File: src/rtl/curtain_pkg.sv
// Purpose: Shared constants and types for the curtain output supervisor
// Assumes: 10 MHz core clock, 32-bit register port
// Notes: Timing counts derive from the times in their own units
package curtain_pkg;
  // Clock rate and derived ticks
  localparam int CLK_HZ = 10_000_000;
  localparam int MS_CYCLES = CLK_HZ / 1000;
  // Reaction delay from beam or input change to output change
  localparam int RESP_TIME_US = 7000;
  localparam int RESP_CYCLES = RESP_TIME_US * (CLK_HZ / 1_000_000);
  // Relay feedback window and indicator blink half period
  localparam int EDM_WINDOW_MS = 300;
  localparam int BLINK_HALF_MS = 250;
  localparam int WIN_W = 10;
  // Register offsets
  localparam logic [7:0] ADDR_CTRL = 8'h00;
  localparam logic [7:0] ADDR_EDM_WIN = 8'h04;
  localparam logic [7:0] ADDR_STATUS = 8'h08;
  // Control field positions
  localparam int CTRL_AUX_LSB = 0;
  localparam int CTRL_IND_LSB = 2;
  localparam int CTRL_EDM_EN_BIT = 4;
  // Status field positions
  localparam int ST_CH1_BIT = 0;
  localparam int ST_CH2_BIT = 1;
  localparam int ST_AUX_BIT = 2;
  localparam int ST_LOCK_BIT = 3;
  localparam int ST_SAFE_IN_BIT = 4;
  localparam int ST_EDM_BIT = 5;
  localparam int ST_DIAG_BIT = 6;
  localparam int ST_TEST_BIT = 7;
  localparam int ST_RED_BIT = 8;
  localparam int ST_GREEN_BIT = 9;
  // Values after reset
  localparam logic RESET_EDM_EN = 1'b1;
  localparam logic [WIN_W-1:0] RESET_EDM_WIN = 10'h12C;
  // Auxiliary output behaviour
  typedef enum logic [1:0] {AUX_INVERSE, AUX_DIRECT, AUX_LOCKOUT} aux_mode_t;
  // Indicator behaviour
  typedef enum logic [1:0] {IND_STEADY, IND_BLINK, IND_OFF} ind_mode_t;
endpackage

File: src/rtl/edm_if.sv
// Purpose: Carrier between supervisor and external device monitor
// Assumes: Single core clock domain
// Notes: Feedback is compared against the level it is expected to show
`timescale 1ns/1ps
interface edm_if;
  import curtain_pkg::*;
  logic enable; // Monitoring switched on
  logic ms_tick; // One pulse per millisecond
  logic [WIN_W-1:0] window_ms; // Allowed settle time
  logic expected; // Level the feedback must show
  logic feedback; // Relay feedback contact, synchronous
  logic fault; // Sticky mismatch verdict
  modport sup (output enable, ms_tick, window_ms, expected, feedback, input fault);
  modport mon (input enable, ms_tick, window_ms, expected, feedback, output fault);
endinterface

File: src/rtl/edm_monitor.sv
// Purpose: Relay feedback checker against the safety outputs
// Assumes: ms_tick from the supervisor prescaler
// Notes: Resolution is one millisecond; fault holds until reset
`timescale 1ns/1ps
module edm_monitor
  import curtain_pkg::*;
(
  input wire logic core_clk,
  input wire logic reset,
  edm_if.mon edm
);
  // All monitor state
  typedef struct packed {
    logic [WIN_W-1:0] cnt; // Milliseconds of mismatch so far
    logic fault; // Latched verdict
  } mon_state_t;

  mon_state_t mon_reg;
  mon_state_t mon_next;
  logic mismatch; // Feedback disagrees with outputs
  logic [WIN_W-1:0] limit; // Window, never below one ms

  // Next-state logic
  always_comb begin
    mon_next = mon_reg;
    mismatch = edm.enable && (edm.feedback != edm.expected);
    limit = (edm.window_ms == '0) ? WIN_W'(1) : edm.window_ms;
    if (!mismatch) begin
      // Agreement restarts the window for the next change
      mon_next.cnt = '0;
    end else if (edm.ms_tick && !mon_reg.fault) begin
      // Welded or slow relay: mismatch outlasting the window
      if (mon_reg.cnt >= limit - WIN_W'(1)) begin
        mon_next.fault = 1'b1;
      end else begin
        mon_next.cnt = mon_reg.cnt + WIN_W'(1);
      end
    end
  end

  // State register
  always_ff @(posedge core_clk or posedge reset) begin
    if (reset) begin
      mon_reg <= '0;
    end else begin
      mon_reg <= mon_next;
    end
  end

  assign edm.fault = mon_reg.fault;
endmodule

File: src/rtl/curtain_output_supervisor.sv
// Purpose: Safety output supervisor for a light curtain unit
// Assumes: All pin inputs synchronous to core_clk, active high
// Notes: Lockout clears only through reset, standing in for power cycle
//
// Overview of operation
// - Each unit adds its own 7 ms delay
// - Shorted input channel active, open inactive
// - Indicator inputs active light, open stays off
// - Input one from aux shows red
// - Input two from aux shows green
// - Input one from muting lamp shows red
// - Indicator mode: steady, blinking or off
// - Aux output defaults to inverse of outputs
// - Aux output behaviour is reconfigurable
// - Feedback mismatch locks out, outputs off
// - Feedback slower than 300 ms locks out
// - Monitor can be disabled, window adjustable
// - Safety input off forces outputs off
// - Self-diagnosis fault locks out immediately
//
// Local design decisions: the register addresses and the plain strobed port.
`timescale 1ns/1ps
module curtain_output_supervisor
  import curtain_pkg::*;
#(
  parameter int RESP_COUNT = RESP_CYCLES,
  parameter int MS_COUNT = MS_CYCLES
) (
  input wire logic core_clk,
  input wire logic reset,
  input wire logic beam_received,
  input wire logic test_active,
  input wire logic diag_fault,
  input wire logic safety_in_ch1,
  input wire logic safety_in_ch2,
  input wire logic edm_feedback,
  input wire logic ind_in1_active,
  input wire logic ind_in2_active,
  input wire logic [7:0] reg_addr,
  input wire logic [31:0] reg_wdata,
  input wire logic reg_wr,
  input wire logic reg_rd,
  output logic [31:0] reg_rdata,
  output logic safety_output_ch1,
  output logic safety_output_ch2,
  output logic aux_output,
  output logic indicator_red,
  output logic indicator_green,
  output logic lockout
);
  // Settle and prescaler widths follow the parameters so short values simulate fast; blink width follows BLINK_HALF_MS
  localparam int RESP_W = $clog2(RESP_COUNT + 1);
  localparam int MS_W = $clog2(MS_COUNT + 1);
  localparam int BLINK_W = $clog2(BLINK_HALF_MS + 1);

  // All supervisor state in one record
  typedef struct packed {
    logic [RESP_W-1:0] resp_cnt; // Cycles the request has differed
    logic [MS_W-1:0] ms_cnt; // Millisecond prescaler
    logic [BLINK_W-1:0] blink_cnt; // Milliseconds in blink phase
    logic blink_phase; // Blink lamp phase
    logic out_on; // Settled output decision
    logic out_ch1; // First safety channel
    logic out_ch2; // Second safety channel
    logic aux; // Auxiliary output
    logic lockout; // Latched lockout
    logic cause_diag; // Lockout came from self-diagnosis
    logic cause_edm; // Lockout came from relay monitor
    logic [1:0] aux_mode; // Auxiliary behaviour field
    logic [1:0] ind_mode; // Indicator behaviour field
    logic edm_en; // Relay monitor switched on
    logic [WIN_W-1:0] edm_win; // Relay settle window in ms
    logic red; // Red lamp drive
    logic green; // Green lamp drive
    logic [31:0] rdata; // Read data, valid one cycle
  } sup_state_t;

  sup_state_t state_reg;
  sup_state_t state_next;

  // Combinational helpers
  logic safe_in_on; // Cascaded safety input judged on
  logic request_on; // Outputs wanted on
  logic ms_tick; // Prescaler wrap
  logic edm_fault; // Monitor verdict
  logic trip; // New lockout cause this cycle
  logic lamp_on; // Indicator allowed to light now
  aux_mode_t aux_sel; // Decoded aux mode
  ind_mode_t ind_sel; // Decoded indicator mode
  logic [31:0] status_word; // Status register image

  // Monitor link
  edm_if edm ();

  // Drive the monitor from the registered outputs
  assign edm.enable = state_reg.edm_en;
  assign edm.ms_tick = ms_tick;
  assign edm.window_ms = state_reg.edm_win;
  // Relay feedback contact closes while the relay is released
  assign edm.expected = ~state_reg.out_on;
  assign edm.feedback = edm_feedback;
  assign edm_fault = edm.fault;

  // Relay feedback checker
  edm_monitor u_edm (
    .core_clk(core_clk),
    .reset(reset),
    .edm(edm)
  );

  // Status image built from live state
  always_comb begin
    status_word = '0;
    status_word[ST_CH1_BIT] = state_reg.out_ch1;
    status_word[ST_CH2_BIT] = state_reg.out_ch2;
    status_word[ST_AUX_BIT] = state_reg.aux;
    status_word[ST_LOCK_BIT] = state_reg.lockout;
    status_word[ST_SAFE_IN_BIT] = safe_in_on;
    status_word[ST_EDM_BIT] = state_reg.cause_edm;
    status_word[ST_DIAG_BIT] = state_reg.cause_diag;
    status_word[ST_TEST_BIT] = test_active;
    status_word[ST_RED_BIT] = state_reg.red;
    status_word[ST_GREEN_BIT] = state_reg.green;
  end

  // Next-state logic for the whole block
  always_comb begin
    state_next = state_reg;

    // Millisecond prescaler shared with the monitor and blinker
    ms_tick = (state_reg.ms_cnt == MS_W'(MS_COUNT - 1));
    if (ms_tick) begin
      state_next.ms_cnt = '0;
    end else begin
      state_next.ms_cnt = state_reg.ms_cnt + MS_W'(1);
    end

    // A single open channel counts as off; the input pins are high
    // when their channel is shorted
    safe_in_on = safety_in_ch1 && safety_in_ch2;

    // Outputs wanted on only with beam, upstream on, no test, no lockout
    request_on = beam_received && safe_in_on && !test_active && !state_reg.lockout;

    // Lockout causes; diagnosis acts in the same cycle
    trip = diag_fault || edm_fault;
    if (diag_fault) begin
      state_next.cause_diag = 1'b1;
    end
    if (edm_fault) begin
      state_next.cause_edm = 1'b1;
    end
    if (trip) begin
      // Held until reset; nothing in logic clears it
      state_next.lockout = 1'b1;
    end

    // Output settling: a change is applied after the reaction delay,
    // so cascaded units add their delays
    if (trip || state_reg.lockout) begin
      // Lockout bypasses the delay so outputs drop at once
      state_next.out_on = 1'b0;
      state_next.resp_cnt = '0;
    end else if (request_on == state_reg.out_on) begin
      // Nothing pending
      state_next.resp_cnt = '0;
    end else if (state_reg.resp_cnt == RESP_W'(RESP_COUNT - 1)) begin
      // Delay served, take the new level
      state_next.out_on = request_on;
      state_next.resp_cnt = '0;
    end else begin
      // Still waiting out the reaction delay
      state_next.resp_cnt = state_reg.resp_cnt + RESP_W'(1);
    end

    // Both channels follow one decision; lockout forces both off
    state_next.out_ch1 = state_next.out_on;
    state_next.out_ch2 = state_next.out_on;

    // Auxiliary output per selected behaviour
    aux_sel = aux_mode_t'(state_reg.aux_mode);
    case (aux_sel)
      AUX_INVERSE: begin
        // On in test, blocked beam and lockout, off with beam
        state_next.aux = ~state_next.out_on;
      end
      AUX_DIRECT: begin
        // Follows the safety outputs
        state_next.aux = state_next.out_on;
      end
      AUX_LOCKOUT: begin
        // Flags lockout only
        state_next.aux = state_next.lockout;
      end
      default: begin
        // Unused code falls back to the safe inverse form
        state_next.aux = ~state_next.out_on;
      end
    endcase

    // Blink phase toggles every half period
    if (ms_tick) begin
      if (state_reg.blink_cnt == BLINK_W'(BLINK_HALF_MS - 1)) begin
        state_next.blink_cnt = '0;
        state_next.blink_phase = ~state_reg.blink_phase;
      end else begin
        state_next.blink_cnt = state_reg.blink_cnt + BLINK_W'(1);
      end
    end

    // Indicator mode gates both lamps
    ind_sel = ind_mode_t'(state_reg.ind_mode);
    case (ind_sel)
      IND_STEADY: begin
        lamp_on = 1'b1;
      end
      IND_BLINK: begin
        lamp_on = state_reg.blink_phase;
      end
      IND_OFF: begin
        lamp_on = 1'b0;
      end
      default: begin
        // Unused code keeps the lamp dark
        lamp_on = 1'b0;
      end
    endcase

    // Input one lights red, input two green, whatever drives them:
    // aux output or muting lamp wired back
    state_next.red = ind_in1_active && lamp_on;
    state_next.green = ind_in2_active && lamp_on;

    // Register writes
    if (reg_wr) begin
      case (reg_addr)
        ADDR_CTRL: begin
          // Behaviour of aux, lamp and monitor
          state_next.aux_mode = reg_wdata[CTRL_AUX_LSB +: 2];
          state_next.ind_mode = reg_wdata[CTRL_IND_LSB +: 2];
          state_next.edm_en = reg_wdata[CTRL_EDM_EN_BIT];
        end
        ADDR_EDM_WIN: begin
          // Adjustable feedback window
          state_next.edm_win = reg_wdata[WIN_W-1:0];
        end
        default: begin
          // Status and unmapped offsets ignore writes
        end
      endcase
    end

    // Register reads land one cycle later, zero otherwise
    state_next.rdata = '0;
    if (reg_rd) begin
      case (reg_addr)
        ADDR_CTRL: begin
          state_next.rdata[CTRL_AUX_LSB +: 2] = state_reg.aux_mode;
          state_next.rdata[CTRL_IND_LSB +: 2] = state_reg.ind_mode;
          state_next.rdata[CTRL_EDM_EN_BIT] = state_reg.edm_en;
        end
        ADDR_EDM_WIN: begin
          state_next.rdata[WIN_W-1:0] = state_reg.edm_win;
        end
        ADDR_STATUS: begin
          state_next.rdata = status_word;
        end
        default: begin
          // Unmapped reads return zero
          state_next.rdata = '0;
        end
      endcase
    end
  end

  // State register; reset leaves outputs off and aux on
  always_ff @(posedge core_clk or posedge reset) begin
    if (reset) begin
      state_reg <= '0;
      state_reg.aux <= 1'b1;
      state_reg.edm_en <= RESET_EDM_EN;
      state_reg.edm_win <= RESET_EDM_WIN;
    end else begin
      state_reg <= state_next;
    end
  end

  // Outputs straight from flip-flops
  assign safety_output_ch1 = state_reg.out_ch1;
  assign safety_output_ch2 = state_reg.out_ch2;
  assign aux_output = state_reg.aux;
  assign indicator_red = state_reg.red;
  assign indicator_green = state_reg.green;
  assign lockout = state_reg.lockout;
  assign reg_rdata = state_reg.rdata;
endmodule

File: config.mk
export PLATFORM = sky130hd
export DESIGN_NAME = curtain_output_supervisor
export DESIGN_NICKNAME = d
export VERILOG_FILES = /design/src/rtl/curtain_pkg.sv /design/src/rtl/edm_if.sv /design/src/rtl/edm_monitor.sv /design/src/rtl/curtain_output_supervisor.sv
export SDC_FILE = /design/constraint.sdc
export NUM_CORES = 1
export LEC_CHECK = 0
export BUFFER_PORTS_ARGS = -buffer_cell sky130_fd_sc_hd__buf_2
export CAP_MARGIN = 0
export CORE_UTILIZATION = 52
export CTS_BUF_LIST = sky130_fd_sc_hd__clkbuf_8
export CTS_CLUSTER_SIZE = 12
export DETAILED_ROUTE_END_ITERATION = 7
export HOLD_SLACK_MARGIN = 0.03
export PLACE_DENSITY_LB_ADDON = 0.25
export SYNTH_ARGS = -nofsm -noshare
export SYNTH_HDL_FRONTEND = slang
export SYNTH_SLANG_ARGS = --single-unit
File: constraint.sdc
create_clock -name core_clk -period 3.4 [get_ports core_clk]
set_clock_uncertainty 0.2 [all_clocks]
set_input_delay 0.17 -clock core_clk [delete_from_list [all_inputs] [get_ports core_clk]]
set_output_delay 0.17 -clock core_clk [all_outputs]
set_load 0.05 [all_outputs]
==> results.py, run 1 <==
metrics = {
    "synthesis": {
        "synth_edf_count": 0,
        "yosysSeqAreaShare_pct": 46.0,
        "synthFlopType": "dfrtp_1",
        "ys_warn_count": 0,
        "async_flop_share_pct": 100,
        "synth-xor-area-share_pct": 6.96,
        "synthAdderAreaFrac_pct": 4.97,
        "synthSimpleGateAreaFrac_pct": 21.2,
        "syn-cell-area_um2": 4530,
        "synthDistinctLibCells": 43,
        "synth_area_leader_cell": "dfrtp_1",
        "synth.area.top_cells": "dfrtp_1 43%, buf_4 5.5%, ha_1 5.0%",
        "avgSynthCellArea_um2": 9.85,
        "synth_top_area_share_pct": 42.5,
        "synth_top_family_by_area": "simple AND/OR/NAND/NOR gates",
        "yosys-mux-area-fraction_pct": 5.97,
        "synth_compound_area_share_pct": 7.18,
        "ys_ff_latch": 83,
        "netlist_instances": 460,
    },
    "sta": {
        "slew_violations": 0,
        "hold-worst-slack_ns": 0.0622,
        "fin_ws_ns": -0.0740,
        "fmax_mhz": 288,
        "worst_slew_pin_slew_ns": 1.06,
        "slew_headroom_pct": 29.0,
        "period_needed_ns": 3.47,
        "rsz0062_at_grt": "yes",
        "hold_viol": 0,
        "setup_violations": 9,
        "period_share_pct": 102,
    },
    "critical_path": {
        "cp.arrival_ns": 3.55,
        "crit_path_start": "edm.window_ms[6]",
        "worst-setup-path-type": "reg -> reg",
        "rr_worst_depth": 15,
        "cp_cell_sequence": "or4_4 -> nor3_4 -> a31oi_4 -> ha_4 -> nand2_4 -> nor3_2 -> xnor2_1 -> ha_2 -> a211o_1 -> o211ai_1 -> o311ai_2 -> buf_4 -> buf_6 -> nor4b_4 -> mux2i_1",
        "critPathMaxFanout": 5,
        "r2r_slack_ns": -0.07,
        "worstReg2RegEnd": "u_edm.mon_reg[7]",
        "cp_slowest_cell": "or4_4",
        "cp-start-kind": "flop",
        "cp.depth": 15,
        "cp_top_family": "simple AND/OR/NAND/NOR gates",
        "crit_path_end": "u_edm.mon_reg[7]",
        "max_stage_delay_ns": 0.56,
        "crit_buf_inv": 2,
        "r2r-start": "edm.window_ms[6]",
        "crit_path_end_kind": "flop",
        "crit_required_ns": 3.47,
    },
    "routing": {
        "firstDrtPassIters": 5,
        "drt_iter0_drc": 99,
        "vias": 3459,
        "detail_route.vias_per_cell": 5.32,
        "routedWlPerCell_um": 14.5,
        "wl_mm": 9.43,
        "drtAntennaViolNets": 0,
        "drcViolationCount": 0,
    },
    "cells_and_area": {
        "finalNetCount": 610,
        "final_common_cell": "dfrtp_1",
        "largest_reg_flops": 42,
        "diodes": 0,
        "mostFrequentLayoutCells": "77 x dfrtp_1, 49 x nor2_1, 46 x buf_2",
        "drive_gt1_share_pct": 26.1,
        "area_delta_synth_final_pct": 21.7,
    },
    "clock_network": {
        "cts_buffer_depth": 2,
        "cts.sinks": 83,
        "cts_tree": "yes",
        "clk_latency_ns": 0.35,
        "cts-root-buf": "clkbuf_8",
        "cts.reportedPaths.clkPinSlew_ns": 0.09,
        "numCtsBuffers": 9,
        "htreeDepth": 3,
    },
    "power_and_ir_drop": {
        "p_leak_nw": 2.42,
        "finalPower_mw": 2.29,
        "ir_drop_uv": 244,
        "power.density_nw_per_um2": 416,
    },
    "run_status": {
        "status": "complete, but fails checks",
        "violations": "negative setup slack",
    },
    "grt": {
        "track_usage_pct": 21.6,
        "antenna_found_initial": 0,
        "grt_overflow": 0,
        "grt_pass1_vias": 3336,
        "grt_max_degree": 63,
        "grt_pass1_wl_mm": 15.1,
    },
    "die": {
        "core_area_um2": 8340,
        "rows": 33,
        "die_y_um": 95.3,
        "die-area_um2": 9090,
        "fp.dieW_um": 95.3,
        "start_util_pct": 54.3,
        "io_pins": 90,
    },
    "job": {
        "maxCapViolations": 0,
    },
    "place": {
        "port_buffers": 45,
        "place_ws_ns": -0.193,
        "hpwl_mm": 6.47,
        "gp_congestion": 0.855,
    },
    "worst_hold_path": {
        "worstHoldPathType": "in -> reg",
    },
}
[tightest hold or removal path: cells and delay by family]
kind	cells	cell delay (ns)
and+or+nand+nor	2	0.12
AOI/OAI and AO/OA	2	0.20
buffers and inverters	1	0.10
[timing repair]
action | CTS | global route
cloned | 1 | 0
pin swaps | 18 | 15
endpoints found under the setup margin | 10 | 11
buffers inserted | 6 | 3
hold buffers | 16 | 0
resized for setup | 19 | 15
endpoints found under the hold margin | 79 | 0
[routing by layer]
| layer | global-route usage, % | vias up | routed length (um) |
|---|---|---|---|
| met5 | 0 | - | 0 |
| met4 | 5.05 | 0 | 72 |
| met3 | 5.10 | 8 | 284 |
| met2 | 36.4 | 64 | 4780 |
| met1 | 28.0 | 1675 | 4290 |
| li1 | - | 1712 | - |
[power by group]
group          switching (mW)  internal, mW
logic                   0.242         0.188
clock network           0.364         0.488
registers             0.00911          1.00
[stage by stage]
step | cell area, um2 | utilization, % | TNS (ns) | instances
global route | 5510 | 66.1 | -2.02 | 650
detailed placement | 4860 | 58.3 | -0.888 | 608
finish | 5510 | 66.1 | -0.437 | 650
global placement | 4860 | 58.3 | -0.276 | 608
CTS | 5400 | 64.8 | -0.364 | 647
floorplan | 4630 | - | 0 | 481
[synthesized netlist by cell type, drive strengths merged, types with 3 or more instances]
master,count
mux2,16
xnor2,21
nor2,50
o21ai,10
nand3,19
nand2b,11
a31oi,4
mux2i,9
nand4,11
ha,18
nor2b,5
or4b,3
buf,33
and2,7
dfstp,6
dfrtp,77
nand2,30
and3,11
o31ai,6
or4,6
or3,5
nor3,9
a22oi,5
inv,15
a21oi,20
clkbuf,11
nor4,9
xor2,15
[kinds of logic (layout without fill, tap and decap cells)]
group | after synthesis | in the layout
simple gates | 185 | 185
buf+inv | 59 | 123
mux | 25 | 25
other cells | 1 | 22
xor+xnor | 36 | 36
compound gates | 53 | 53
fa+ha+maj | 18 | 18
flops | 83 | 83
[how the worst min path moves through the flow]
stage | from | end | slack (ns) | depth (start not counted)
floorplan | diag_fault | state_reg[50] | 0.08 | 1
global placement | ind_in1_active | indicator_red | 0.19 | 2
detailed placement | ind_in1_active | indicator_red | 0.20 | 2
CTS | safety_in_ch2 | reg_rdata[4] | 0.04 | 5
global route | safety_in_ch2 | reg_rdata[4] | 0.09 | 5
finish | safety_in_ch2 | reg_rdata[4] | 0.06 | 5
[layout make-up]
type | instances | area [um2]
clock buffer | 9 | 124
clock inverter | 7 | 116
fill | 636 | 2830
inverter | 15 | 57.6
multi-input combinational | 339 | 2370
sequential | 83 | 2080
tap | 105 | 131
timing repair buffer | 92 | 631
Power figures use the tool's default switching activity.
==> inputs of run 2 (changes only) <==
--- a/config.mk
+++ b/config.mk
@@ -13,6 +13,7 @@
 export DETAILED_ROUTE_END_ITERATION = 7
 export HOLD_SLACK_MARGIN = 0.03
 export PLACE_DENSITY_LB_ADDON = 0.25
+export SKIP_CTS_REPAIR_TIMING = 1
 export SYNTH_ARGS = -nofsm -noshare
 export SYNTH_HDL_FRONTEND = slang
 export SYNTH_SLANG_ARGS = --single-unit
==> run 2 against run 1 <==
The run still ends with negative setup slack left. Worst setup slack worse by 0.040 ns. Final area is 2.0% lower. Critical path type unchanged. Count of clock-buffer cells in the layout stayed put. Combinational power is 12% lower. Critical path depth is 2 lower. Via count is 0.23% lower. First-iteration DRC count is 18% higher. Sequential share of layout area is 0.75 points higher. Highest routed layer unchanged. Die area stayed put.
==> results.py, run 2 (same netlist as run 1, synthesis figures left out) <==
metrics = {
    "run_status": {
        "status": "complete, but fails checks",
        "violations": "negative setup slack",
    },
    "clock_network": {
        "cts-root-buf": "clkbuf_8",
        "cts_buffer_depth": 2,
        "numCtsBuffers": 9,
        "clk_latency_ns": 0.36,
        "htreeDepth": 3,
        "cts.reportedPaths.clkPinSlew_ns": 0.10,
        "cts.sinks": 83,
        "cts_tree": "yes",
    },
    "sta": {
        "slew_headroom_pct": 29.5,
        "tns_ns": -0.723,
        "hold-worst-slack_ns": 0.0332,
        "period_share_pct": 103,
        "slew_violations": 0,
        "rsz0062_at_grt": "yes",
        "fin_ws_ns": -0.114,
        "period_needed_ns": 3.51,
        "worst_slew_pin_slew_ns": 1.05,
        "setup_violations": 10,
        "hold_viol": 0,
        "fmax_mhz": 285,
    },
    "critical_path": {
        "cp_slowest_cell": "or4_4",
        "cp-start-kind": "flop",
        "crit_path_end": "u_edm.mon_reg[6]",
        "crit_required_ns": 3.47,
        "worst-setup-path-type": "reg -> reg",
        "r2r_slack_ns": -0.11,
        "critPathMaxFanout": 5,
        "rr_worst_depth": 13,
        "cp.arrival_ns": 3.59,
        "cp_cell_sequence": "or4_4 -> nor3_4 -> a31oi_2 -> ha_2 -> nand2_2 -> nor2_2 -> xnor2_1 -> ha_2 -> o211ai_1 -> o311ai_2 -> buf_4 -> or4_4 -> a21oi_2",
        "max_stage_delay_ns": 0.54,
        "worstReg2RegEnd": "u_edm.mon_reg[6]",
        "crit_path_end_kind": "flop",
        "r2r-start": "edm.window_ms[6]",
        "crit_path_start": "edm.window_ms[6]",
    },
    "place": {
        "port_buffers": 45,
        "place_inst": 608,
        "hpwl_mm": 6.47,
        "gp_congestion": 0.855,
        "place_ws_ns": -0.193,
    },
    "grt": {
        "antenna_found_initial": 0,
        "grt_overflow": 0,
        "track_usage_pct": 20.3,
        "grt_pass1_wl_mm": 14.2,
        "grt_max_degree": 63,
        "grt_pass1_vias": 3113,
    },
    "cells_and_area": {
        "finalNetCount": 604,
        "layout.cells.non_filler": 644,
        "final_util_pct": 64.8,
        "area_delta_synth_final_pct": 19.3,
        "mostFrequentLayoutCells": "77 x dfrtp_1, 49 x nor2_1, 46 x buf_2",
        "drive_gt1_share_pct": 24.9,
        "largest_reg_flops": 42,
        "final_common_cell": "dfrtp_1",
        "diodes": 0,
    },
    "routing": {
        "drtAntennaViolNets": 0,
        "detail_route.vias_per_cell": 5.36,
        "routedWlPerCell_um": 14.5,
        "drcViolationCount": 0,
        "drt_iter0_drc": 117,
        "firstDrtPassIters": 4,
        "wl_mm": 9.32,
        "vias": 3451,
    },
    "power_and_ir_drop": {
        "ir_drop_uv": 242,
        "power.density_nw_per_um2": 415,
        "p_leak_nw": 2.37,
    },
    "die": {
        "io_pins": 90,
        "core_area_um2": 8340,
        "fp.dieW_um": 95.3,
        "rows": 33,
        "start_util_pct": 54.3,
        "die_y_um": 95.3,
        "die-area_um2": 9090,
    },
    "worst_hold_path": {
        "worstHoldPathType": "in -> reg",
    },
    "job": {
        "maxCapViolations": 0,
    },
}
[run 2: routing by layer]
metal	global-route usage, %	wire length [um]	up-vias
met5	0	0	-
met4	4.67	78	0
met3	5.10	350	8
met2	33.3	4690	73
met1	27.0	4200	1674
li1	-	-	1696
[run 2: worst min-delay path by stage]
stage                              start             to  depth (start not counted)
final                        reg_addr[2]   reg_rdata[1]                          4
after global routing         reg_addr[2]   reg_rdata[3]                          4
after CTS                 ind_in1_active  indicator_red                          2
after detailed placement  ind_in1_active  indicator_red                          2
after global placement    ind_in1_active  indicator_red                          2
after floorplan               diag_fault  state_reg[50]                          1
[run 2: area by class of cell]
class | count | area [um2]
Inverter | 15 | 57.6
Sequential cell | 83 | 2080
Multi-Input combinational cell | 339 | 2320
Timing Repair Buffer | 86 | 568
Fill cell | 649 | 2930
Tap cell | 105 | 131
Clock inverter | 7 | 116
Clock buffer | 9 | 124
[run 2: worst max-delay path, delay by kind of cell (launching register included)]
| kind | cells | cell delay (ns) |
|---|---|---|
| simple gates | 5 | 1.32 |
| compound gates | 4 | 0.64 |
| fa+ha+maj | 2 | 0.51 |
| flops | 1 | 0.40 |
| buf+inv | 1 | 0.18 |
| xor+xnor | 1 | 0.17 |
[run 2: metrics by stage]
step | power, mW | instance area (um2)
floorplan | 1.27 | 4630
global placement | 1.34 | 4860
detailed placement | 1.34 | 4860
CTS | 2.20 | 5100
global route | 2.34 | 5410
finish | 2.25 | 5410
[run 2: power by group]
part	switching, mW	internal [mW]
registers	0.00924	1.00
clock network	0.367	0.488
logic	0.225	0.155
total	0.601	1.64
